### src/core/sar_pkg.sv
package sar_pkg;

  localparam int unsigned RES_W       = 12;
  localparam int unsigned CNT_W       = 5;
  localparam int unsigned FRAME_CLKS  = 16;

  localparam logic [CNT_W-1:0] EDGE_SAMPLE    = 5'h02;
  localparam logic [CNT_W-1:0] EDGE_MSB_FIRST = 5'h03;
  localparam logic [CNT_W-1:0] EDGE_MSB_LAST  = 5'h0E;
  localparam logic [CNT_W-1:0] EDGE_LSB_LAST  = 5'h19;
  localparam logic [CNT_W-1:0] EDGE_FRAME_END = 5'h10;
  localparam logic [CNT_W-1:0] EDGE_SAT       = 5'h1F;

  localparam logic             CS_N_RST  = 1'b1;
  localparam logic             SCLK_RST  = 1'b0;
  localparam logic [CNT_W-1:0] CNT_RST   = 5'h00;
  localparam logic [RES_W-1:0] RES_RST   = 12'h000;

  typedef enum logic [2:0] {
    SAR_IDLE  = 3'b000,
    SAR_ACQ   = 3'b001,
    SAR_MSB   = 3'b010,
    SAR_LSB   = 3'b011,
    SAR_TAIL  = 3'b100
  } sar_state_t;

endpackage : sar_pkg

### src/core/sar_pin_if.sv
interface sar_pin_if;
  logic cs_n_s;
  logic cs_fall;
  logic cs_rise;
  logic sclk_fall;

  modport src (output cs_n_s, output cs_fall, output cs_rise,
               output sclk_fall);
  modport dst (input cs_n_s, input cs_fall, input cs_rise,
               input sclk_fall);
endinterface : sar_pin_if

### src/core/sar_pin_sync.sv
module sar_pin_sync
  import sar_pkg::*;
(
  input  wire logic clk_sys,
  input  wire logic arst_n,
  input  wire logic cs_n,
  input  wire logic sclk,
  sar_pin_if.src    pins
);

  logic [2:0] cs_n_q;
  logic [2:0] sclk_q;

  // Stage 0 feeds stage 1 only; stage 2 is the previous value for edges.
  always_ff @(posedge clk_sys or negedge arst_n) begin
    if (!arst_n) begin
      cs_n_q <= {3{CS_N_RST}};
      sclk_q <= {3{SCLK_RST}};
    end else begin
      cs_n_q <= {cs_n_q[1:0], cs_n};
      sclk_q <= {sclk_q[1:0], sclk};
    end
  end

  assign pins.cs_n_s    = cs_n_q[1];
  assign pins.cs_fall   = cs_n_q[2] & ~cs_n_q[1];
  assign pins.cs_rise   = ~cs_n_q[2] & cs_n_q[1];
  assign pins.sclk_fall = sclk_q[2] & ~sclk_q[1];

endmodule : sar_pin_sync

### src/core/sar_readout.sv
// Behaviour
// - The data output stays released after select falls and is driven only from the second shift clock falling edge on.
// - A select rising edge releases the data output and ends the frame at any bit count.
// - The data output changes only after a shift clock falling edge, one new bit per falling edge.
// - A full frame spans 16 shift clocks, so the top sample rate is the shift clock over 16.
// - The result goes out most significant bit first behind one leading null bit.
// - Further clocking after that word repeats the result least significant bit first.
// - At conversion start the input is sampled and the inputs stay isolated until the conversion ends.
module sar_readout
  import sar_pkg::*;
(
  input  wire logic             clk_sys,
  input  wire logic             arst_n,
  input  wire logic             cs_n,
  input  wire logic             sclk,
  input  wire logic [RES_W-1:0] conv_result,
  output logic                  sdo_o,
  output logic                  sdo_oe,
  output logic                  sample_pulse,
  output logic                  inputs_isolated,
  output logic                  conv_done,
  output logic                  frame_active
);

  sar_pin_if pins ();

  sar_pin_sync u_sync (
    .clk_sys (clk_sys),
    .arst_n  (arst_n),
    .cs_n    (cs_n),
    .sclk    (sclk),
    .pins    (pins)
  );

  sar_state_t       state_q;
  sar_state_t       state_d;
  logic [CNT_W-1:0] cnt_q;
  logic [CNT_W-1:0] cnt_d;
  logic [RES_W-1:0] res_q;
  logic             sdo_q;
  logic             sdo_oe_q;
  logic             sample_q;
  logic             isolate_q;
  logic             done_q;
  logic             active_q;
  logic             fall_in_frame;

  // Picks the bit presented after falling edge number n of the frame.
  function automatic logic bit_for(input logic [CNT_W-1:0] n,
                                   input logic [RES_W-1:0] r);
    logic b;
    b = 1'b0;
    if (n >= EDGE_MSB_FIRST && n <= EDGE_MSB_LAST) begin
      b = r[4'(EDGE_MSB_LAST - n)];
    end else if (n > EDGE_MSB_LAST && n <= EDGE_LSB_LAST) begin
      b = r[4'(n - EDGE_MSB_LAST)];
    end
    return b;
  endfunction

  assign fall_in_frame = pins.sclk_fall & ~pins.cs_n_s & active_q;
  assign cnt_d = (cnt_q == EDGE_SAT) ? cnt_q : cnt_q + 5'h01;

  always_comb begin
    state_d = state_q;
    case (cnt_d)
      5'h01:          state_d = SAR_ACQ;
      EDGE_SAMPLE:    state_d = SAR_MSB;
      EDGE_MSB_LAST:  state_d = SAR_LSB;
      EDGE_LSB_LAST:  state_d = SAR_TAIL;
      default:        state_d = state_q;
    endcase
  end

  // Frame bookkeeping: opened by select falling, closed by select rising.
  always_ff @(posedge clk_sys or negedge arst_n) begin
    if (!arst_n) begin
      state_q  <= SAR_IDLE;
      cnt_q    <= CNT_RST;
      active_q <= 1'b0;
    end else if (pins.cs_rise) begin
      state_q  <= SAR_IDLE;
      cnt_q    <= CNT_RST;
      active_q <= 1'b0;
    end else if (pins.cs_fall) begin
      state_q  <= SAR_IDLE;
      cnt_q    <= CNT_RST;
      active_q <= 1'b1;
    end else if (fall_in_frame) begin
      state_q  <= state_d;
      cnt_q    <= cnt_d;
    end
  end

  // Output driver and data: cleared on select edges, otherwise updated only on falling shift clock edges.
  always_ff @(posedge clk_sys or negedge arst_n) begin
    if (!arst_n) begin
      sdo_q    <= 1'b0;
      sdo_oe_q <= 1'b0;
    end else if (pins.cs_rise || pins.cs_fall) begin
      sdo_q    <= 1'b0;
      sdo_oe_q <= 1'b0;
    end else if (fall_in_frame) begin
      if (cnt_d == EDGE_SAMPLE) begin
        sdo_oe_q <= 1'b1;
        sdo_q    <= 1'b0;
      end else begin
        sdo_q    <= bit_for(cnt_d, res_q);
      end
    end
  end

  // Sampling, input isolation and result capture.
  always_ff @(posedge clk_sys or negedge arst_n) begin
    if (!arst_n) begin
      sample_q  <= 1'b0;
      isolate_q <= 1'b0;
      done_q    <= 1'b0;
      res_q     <= RES_RST;
    end else begin
      sample_q <= 1'b0;
      done_q   <= 1'b0;
      if (pins.cs_rise) begin
        isolate_q <= 1'b0;
      end else if (fall_in_frame) begin
        if (cnt_d == EDGE_SAMPLE) begin
          sample_q  <= 1'b1;
          isolate_q <= 1'b1;
          res_q     <= conv_result;
        end
        if (cnt_d == EDGE_MSB_LAST) begin
          isolate_q <= 1'b0;
          done_q    <= 1'b1;
        end
      end
    end
  end

  assign sdo_o           = sdo_q;
  assign sdo_oe          = sdo_oe_q;
  assign sample_pulse    = sample_q;
  assign inputs_isolated = isolate_q;
  assign conv_done       = done_q;
  assign frame_active    = active_q;

endmodule : sar_readout

### config.mk
export PLATFORM = sky130hd
export DESIGN_NAME = sar_readout
export DESIGN_NICKNAME = d
export VERILOG_FILES = /design/src/core/sar_pkg.sv /design/src/core/sar_pin_if.sv /design/src/core/sar_pin_sync.sv /design/src/core/sar_readout.sv
export SDC_FILE = /design/constraint.sdc
export NUM_CORES = 1
export LEC_CHECK = 0
export ABC_CLOCK_PERIOD_IN_PS = 3400
export BUFFER_PORTS_ARGS = -buffer_cell sky130_fd_sc_hd__buf_2
export CAP_MARGIN = 10
export CORE_MARGIN = 1.5
export CORE_UTILIZATION = 40
export DETAILED_ROUTE_END_ITERATION = 16
export GPL_TIMING_DRIVEN = 1
export PLACE_DENSITY = 0.59
export SYNTH_ARGS = -nofsm -noshare
export SYNTH_HDL_FRONTEND = slang
export SYNTH_SLANG_ARGS = --single-unit
### constraint.sdc
create_clock -name clk_sys -period 3.4 [get_ports clk_sys]
set_clock_uncertainty 0.2 [all_clocks]
set_input_delay 0.34 -clock clk_sys [delete_from_list [all_inputs] [get_ports clk_sys]]
set_output_delay 0.34 -clock clk_sys [all_outputs]
set_load 0.02 [all_outputs]
==> metrics.txt, run 1 <==
post-route antenna net violation count=0; worst-skew pair later-pin latency=0.28 ns; RePlAce Congestion=around 0.86; worst ir drop on vdd=0.000335 V; status=finished, final reports clean; final antenna diode count=0; clock sink count=29; crit path max fanout=12; maximum number of pins on one net before global-route repair=30; element type at the critical path end=flop; crit path kind=reg2reg; via/cell ratio=5.72; clock tree root driver cell=sky130_fd_sc_hd__clkbuf_8; total length of routed wires=4.25 mm; number of detailed-route iterations in the first pass=4; max-cap violation count=0; filler cell count in the final layout=456; number of cells on the worst reg-to-reg path=11; Slew Limit Headroom=0.573; global route total overflow=0; number of buffers added by the clock tree synthesis step=5; sum of net half-perimeters after detailed placement=roughly 3.2 mm; fin worst setup slack=between 0.3 and 0.4 ns; starting utilization of the core area=0.415; Period Utilization, post-route=0.898; final critical-path required period=3.05 ns; DRC Markers=0; Syn Nets=205; startpoint of the worst register-to-register path=cnt_q[0]; Max Transition Viols Final=0; Synth cell types=59; highest attainable clock frequency=0.327 GHz; die area=5300 µm²; first-pass GRT wire length=6.95 mm; Starting DRT DRC Count=roughly 170; worst min path class=in2reg; number of buffers added for setup after CTS=0; Die Height=around 73 µm; Site Rows=25; Core Footprint=between 4000 and 5000 µm²; leakage power=1.02 nW; post-route worst hold slack=0.0756 ns; Die W=72.8 µm; combined global-route utilization of all metal layers=0.174; combined area of all synthesized cells=1950 µm²; Critical Path End=sdo_o; cell count after synthesis=182; I/O Buffers=21; post-synthesis to final-layout area growth=12.4%; average cell area after synthesis=roughly 11 µm²; number of register bits inferred by synthesis=29; reg-to-reg slack, setup=0.35 ns; unrepaired setup endpoints after global routing=false; Wirelength per Cell=16.1 µm; fraction of final layout cells with drive strength greater than 1=0.262; Critical Path RT=3.36 ns; vias after detailed routing=around 1500; end of the worst register-to-register path=sdo_o; boundary pin count=22; launch point of the worst path=cnt_q[0]; vias in the first global route=1458; kind of start point of the critical path=flop; clock-pin slew of the registers on the worst-case setup and hold paths=0.07 ns; clock tree from TritonCTS=built; Setup TNS=0 ns; Power per Cell Area=649 nW/µm²; leading register cell type out of synthesis=sky130_fd_sc_hd__dfrtp_1; number of antenna violations at the first check in global routing=0; crit path DAT=around 3 ns; share of async-settable or async-resettable flops after synthesis=1.00; H-tree level count=2; Placement Setup Slack=~0.41 ns; post-synthesis sequential area ratio=0.374; total number of nets in the final design=232; maximum buffer depth of the clock tree=2; Yosys warning count=0; worst slew pin tran=0.640 ns; total of endpoints with negative setup slack in the final report=0; final hold violation count=0; number of synthesized flops with an enable pin=0
## registers in the layout (all words and copies together) (netlist names)
name / count
sdo_oe: 1
conv_done: 1
cnt_q: 5
sdo_o: 1
u_sync.sclk_q: 3
sample_pulse: 1
u_sync.cs_n_q: 3
res_q: 12
inputs_isolated: 1
frame_active: 1
## how the worst min path moves through the flow
stage               cells after the start  slack [ns]              from               end
floorplan                               0       -0.16            arst_n          cnt_q[0]
global placement                        0        0.14  u_sync.sclk_q[0]  u_sync.sclk_q[1]
detailed placement                      0        0.14  u_sync.sclk_q[0]  u_sync.sclk_q[1]
CTS                                     2        0.07    conv_result[8]          res_q[8]
global route                            2        0.07    conv_result[8]          res_q[8]
finish                                  2        0.08    conv_result[8]          res_q[8]
## routing by layer
metal | GRT usage | routed length, µm | vias to the layer above
met1 | 0.231 | 2030 | 741
met5 | 0 | 0 | -
met4 | 0.0860 | 104 | 0
met3 | 0.0331 | 132 | 10
met2 | 0.273 | 1980 | 30
li1 | - | - | 729
## where the power goes
part	switching (W)	total [W]	internal, W	leakage (nW)
Sequential	0.0000914	0.000518	0.000427	0.368
Combinational	0.000322	0.000634	0.000312	0.603
Clock	0.000128	0.000269	0.000141	0.0450
## through the flow
stage | power (W) | std cells | utilization | cell area (µm²)
final | 0.00142 | 264 | 0.467 | 2190
after global routing | 0.00151 | 264 | 0.467 | 2190
after CTS | 0.00142 | 264 | 0.467 | 2190
after detailed placement | 0.00115 | 253 | 0.443 | 2080
after global placement | 0.00114 | 253 | 0.443 | 2080
after floorplan | 0.00100 | 182 | - | 1950
## final cells by class
type / instances / area (µm²) / area share
inverter: 8 / 30.0 / 0.0137
timing repair buffer: 31 / 188 / 0.0857
tap: 54 / 67.6 / 0.0309
multi-input combinational: 134 / 1090 / 0.499
sequential: 29 / 729 / 0.333
clock buffer: 6 / 72.6 / 0.0331
clock inverter: 2 / 10.0 / 0.00457
## cells in the mapped netlist, drive strengths merged, types with 2 or more instances
| cell type | n | area share |
|---|---|---|
| nand2 | 14 | 0.027 |
| nand3 | 7 | 0.018 |
| a21oi | 8 | 0.021 |
| mux2i | 12 | 0.062 |
| or2 | 2 | 0.0077 |
| xor2 | 2 | 0.013 |
| a311o | 2 | 0.010 |
| or4 | 2 | 0.0077 |
| nor3 | 3 | 0.013 |
| or2b | 2 | 0.0077 |
| a22oi | 2 | 0.0077 |
| a221oi | 3 | 0.017 |
| ha | 7 | 0.045 |
| dfstp | 3 | 0.040 |
| mux4 | 3 | 0.037 |
| and3 | 3 | 0.0096 |
| buf | 11 | 0.049 |
| nor2 | 9 | 0.017 |
| dfrtp | 26 | 0.33 |
| inv | 7 | 0.013 |
| xnor2 | 4 | 0.018 |
| mux2 | 16 | 0.092 |
| o21ai | 8 | 0.021 |
## critical path, cell delays in order (launching register included)
cell and delay [ns]:
sky130_fd_sc_hd__dfrtp_1 0.39, sky130_fd_sc_hd__buf_4 0.18, sky130_fd_sc_hd__ha_1 0.46, sky130_fd_sc_hd__and4_1 0.29, sky130_fd_sc_hd__nand2_1 0.09, sky130_fd_sc_hd__nand2_1 0.12
sky130_fd_sc_hd__ha_1 0.24, sky130_fd_sc_hd__nor3b_1 0.08, sky130_fd_sc_hd__mux2_2 0.28, sky130_fd_sc_hd__a221oi_2 0.29, sky130_fd_sc_hd__mux2i_1 0.23, sky130_fd_sc_hd__o21ai_1 0.08
## kinds of logic (layout without fill, tap and decap cells)
group / after synthesis / after routing / synth area share
simple gates: 50 / 50 / 0.145
compound gates: 40 / 40 / 0.149
mux: 31 / 31 / 0.191
flops: 29 / 29 / 0.374
buf+inv: 19 / 47 / 0.0649
fa+ha+maj: 7 / 7 / 0.0450
xor+xnor: 6 / 6 / 0.0308
## cell usage in the layout (no fill, tap or decap), types with 5 or more instances in the layout
master and n:
sky130_fd_sc_hd__nand2_1 14, sky130_fd_sc_hd__buf_4 7, sky130_fd_sc_hd__mux2i_1 12, sky130_fd_sc_hd__ha_1 7, sky130_fd_sc_hd__mux2_2 7, sky130_fd_sc_hd__mux2_1 9, sky130_fd_sc_hd__inv_1 6, sky130_fd_sc_hd__clkbuf_8 5
sky130_fd_sc_hd__nand3_1 7, sky130_fd_sc_hd__dfrtp_1 26, sky130_fd_sc_hd__a21oi_1 8, sky130_fd_sc_hd__buf_2 21, sky130_fd_sc_hd__nor2_1 9, sky130_fd_sc_hd__o21ai_0 6
## what timing repair did
action,CTS,global route
hold buffers,3,0
hold endpoints to repair,28,0
gates resized for setup,0,0
No activity file was read; power rests on OpenSTA's default activity.
==> run 2: changes to the inputs <==
--- a/config.mk
+++ b/config.mk
@@ -13,6 +13,7 @@
 export DETAILED_ROUTE_END_ITERATION = 16
 export GPL_TIMING_DRIVEN = 1
 export PLACE_DENSITY = 0.59
+export RECOVER_POWER = 25
 export SYNTH_ARGS = -nofsm -noshare
 export SYNTH_HDL_FRONTEND = slang
 export SYNTH_SLANG_ARGS = --single-unit
==> run 2 against run 1 <==
Against the previous run: non-clock buffer count did not move; worst hold slack barely moved; total power barely moved; core utilization fell by 0.053 points; combinational power barely moved; count of clock-buffer cells in the layout did not move; the run now ends with capacitance limit, slew limit left; critical path depth did not move.
==> metrics.txt, run 2 (same netlist as run 1, synthesis figures left out) <==
Site Rows=25 (unchanged); post-synthesis to final-layout area growth=12.3% (was 12.4%); worst slew pin tran=1.54 ns (was 0.640 ns); max-cap violation count=1 (was 0); max reg flops=12 (unchanged); Placement Setup Slack=0.408 ns (unchanged); final antenna diode count=0 (unchanged); total number of nets in the final design=232 (unchanged); launch point of the worst path=cnt_q[0] (unchanged); via/cell ratio=5.72 (unchanged); Core Footprint=4690 µm² (unchanged); slowest cell delay on critical path=0.46 ns (about the same); crit path DAT=3.01 ns (about the same); element type at the critical path end=flop (unchanged); H-tree level count=2 (unchanged); highest attainable clock frequency=0.327 GHz (about the same); end of the worst register-to-register path=sdo_o (unchanged); Die Height=72.8 µm (unchanged); I/O Buffers=21 (unchanged); total length of routed wires=4.25 mm (about the same); fraction of final layout cells with drive strength greater than 1=0.248 (was 0.262); clock sink count=29 (unchanged); Critical Path RT=3.36 ns (about the same); Period Utilization, post-route=0.898 (about the same); RePlAce Congestion=0.857 (unchanged); vias after detailed routing=1510 (unchanged); status=finished, violations left (was finished, final reports clean); die area=5300 µm² (unchanged); combined global-route utilization of all metal layers=0.174 (unchanged); fin worst setup slack=0.346 ns (about the same); Critical Path End=sdo_o (unchanged); starting utilization of the core area=0.415 (unchanged); placed cell count=253 (unchanged); maximum buffer depth of the clock tree=2 (unchanged); DRC Markers=0 (unchanged); crit path kind=reg2reg (unchanged); leakage power=1.01 nW (was 1.02 nW); Slew Limit Headroom=-0.0288 (was 0.573); worst min path class=in2reg (unchanged); kind of start point of the critical path=flop (unchanged); sum of net half-perimeters after detailed placement=3.21 mm (unchanged); unrepaired setup endpoints after global routing=false (unchanged); crit path max fanout=12 (unchanged); CP max-delay cell=sky130_fd_sc_hd__ha_1 (unchanged); worst-skew pair later-pin latency=0.28 ns (about the same); vias in the first global route=1458 (unchanged); post-route antenna net violation count=0 (unchanged); Power per Cell Area=650 nW/µm² (was 649 nW/µm²); non-filler cells, final=264 (unchanged); clock-pin slew of the registers on the worst-case setup and hold paths=0.07 ns (about the same); number of buffers added by the clock tree synthesis step=5 (unchanged); number of cells on the worst reg-to-reg path=11 (unchanged); violations in the final reports=capacitance limit, slew limit; register bank with the most flops=res_q (unchanged); startpoint of the worst register-to-register path=cnt_q[0] (unchanged); top flop regs=res_q (12), cnt_q (5) (unchanged); first-pass GRT wire length=6.95 mm (unchanged); Wirelength per Cell=16.1 µm (about the same); worst path cell trace=buf_4 -> ha_1 -> and4_1 -> nand2_1 -> nand2_1 -> ha_1 -> nor3b_1 -> mux2_2 -> a221oi_2 -> mux2i_1 -> o21ai_1 (unchanged); reg-to-reg slack, setup=0.35 ns (about the same); clock tree from TritonCTS=built (unchanged); clock tree root driver cell=sky130_fd_sc_hd__clkbuf_8 (unchanged); Max Transition Viols Final=30 (was 0); most frequent standard cell in the layout excluding fill and tap cells=sky130_fd_sc_hd__dfrtp_1 (unchanged); post-route worst hold slack=0.0756 ns (about the same); commonest cells after routing, fill and taps aside=sky130_fd_sc_hd__dfrtp_1, sky130_fd_sc_hd__buf_2, sky130_fd_sc_hd__nand2_1 (unchanged); number of detailed-route iterations in the first pass=4 (unchanged); global route total overflow=0 (unchanged); final critical-path required period=3.05 ns (about the same); final hold violation count=0 (unchanged); total of endpoints with negative setup slack in the final report=0 (unchanged); number of antenna violations at the first check in global routing=0 (unchanged); worst ir drop on vdd=0.000335 V (about the same); Setup TNS=0 ns (unchanged); maximum number of pins on one net before global-route repair=30 (unchanged); Die W=72.8 µm (unchanged); boundary pin count=22 (unchanged); Starting DRT DRC Count=149 (was 165)
==> run 2: changes by cell type in the layout (fill, tap and decap cells not counted), sizes merged <==
cell,previous run,this run
buf,28,26
clkbuf,6,8
==> run 2: worst min path at each step <==
stage               slack, ns  depth (start not counted)             start                to
floorplan               -0.16                          0            arst_n          cnt_q[0]
global placement         0.14                          0  u_sync.sclk_q[0]  u_sync.sclk_q[1]
detailed placement       0.14                          0  u_sync.sclk_q[0]  u_sync.sclk_q[1]
CTS                      0.07                          2    conv_result[8]          res_q[8]
global route             0.07                          2    conv_result[8]          res_q[8]
finish                   0.08                          2    conv_result[8]          res_q[8]
==> run 2: power by group <==
group          switching, W  internal [W]
logic              0.000322      0.000312
clock network      0.000128      0.000141
registers         0.0000916      0.000426
total              0.000541      0.000880
==> run 2: repair_timing <==
action	CTS	global route
setup buffers	0	0
hold endpoints to repair	28	0
resized for setup	0	0
hold buffers	3	0
==> run 2: through the flow <==
step	cell area [µm²]	utilization	power (W)
6_report	2190	0.466	0.00142
5_1_grt	2190	0.466	0.00151
4_1_cts	2190	0.467	0.00142
3_5_place_dp	2080	0.443	0.00115
3_3_place_gp	2080	0.443	0.00114
2_1_floorplan	1950	-	0.00100
==> run 2: layout make-up <==
| cell class | instances | area, µm² |
|---|---|---|
| Tap cell | 54 | 67.6 |
| Timing Repair Buffer | 31 | 185 |
| Clock inverter | 2 | 10.0 |
| Multi-Input combinational cell | 134 | 1090 |
| Clock buffer | 6 | 72.6 |
| Fill cell | 458 | 2500 |
| Sequential cell | 29 | 729 |
| Inverter | 8 | 30.0 |
==> run 2: worst max-delay path: cells and delay by family, from the launching register on <==
| kind | cells | cell delay, ns |
|---|---|---|
| fa+ha+maj | 2 | 0.70 |
| simple gates | 4 | 0.58 |
| mux | 2 | 0.51 |
| flops | 1 | 0.39 |
| compound gates | 2 | 0.37 |
| buf+inv | 1 | 0.18 |
==> run 2: layer usage <==
layer  up-vias  wire length (µm)  GRT usage
li1        729                 -          -
met1       741              2030      0.231
met2        30              1980      0.273
met3        10               132     0.0331
met4         0               104     0.0860
met5         -                 0          0
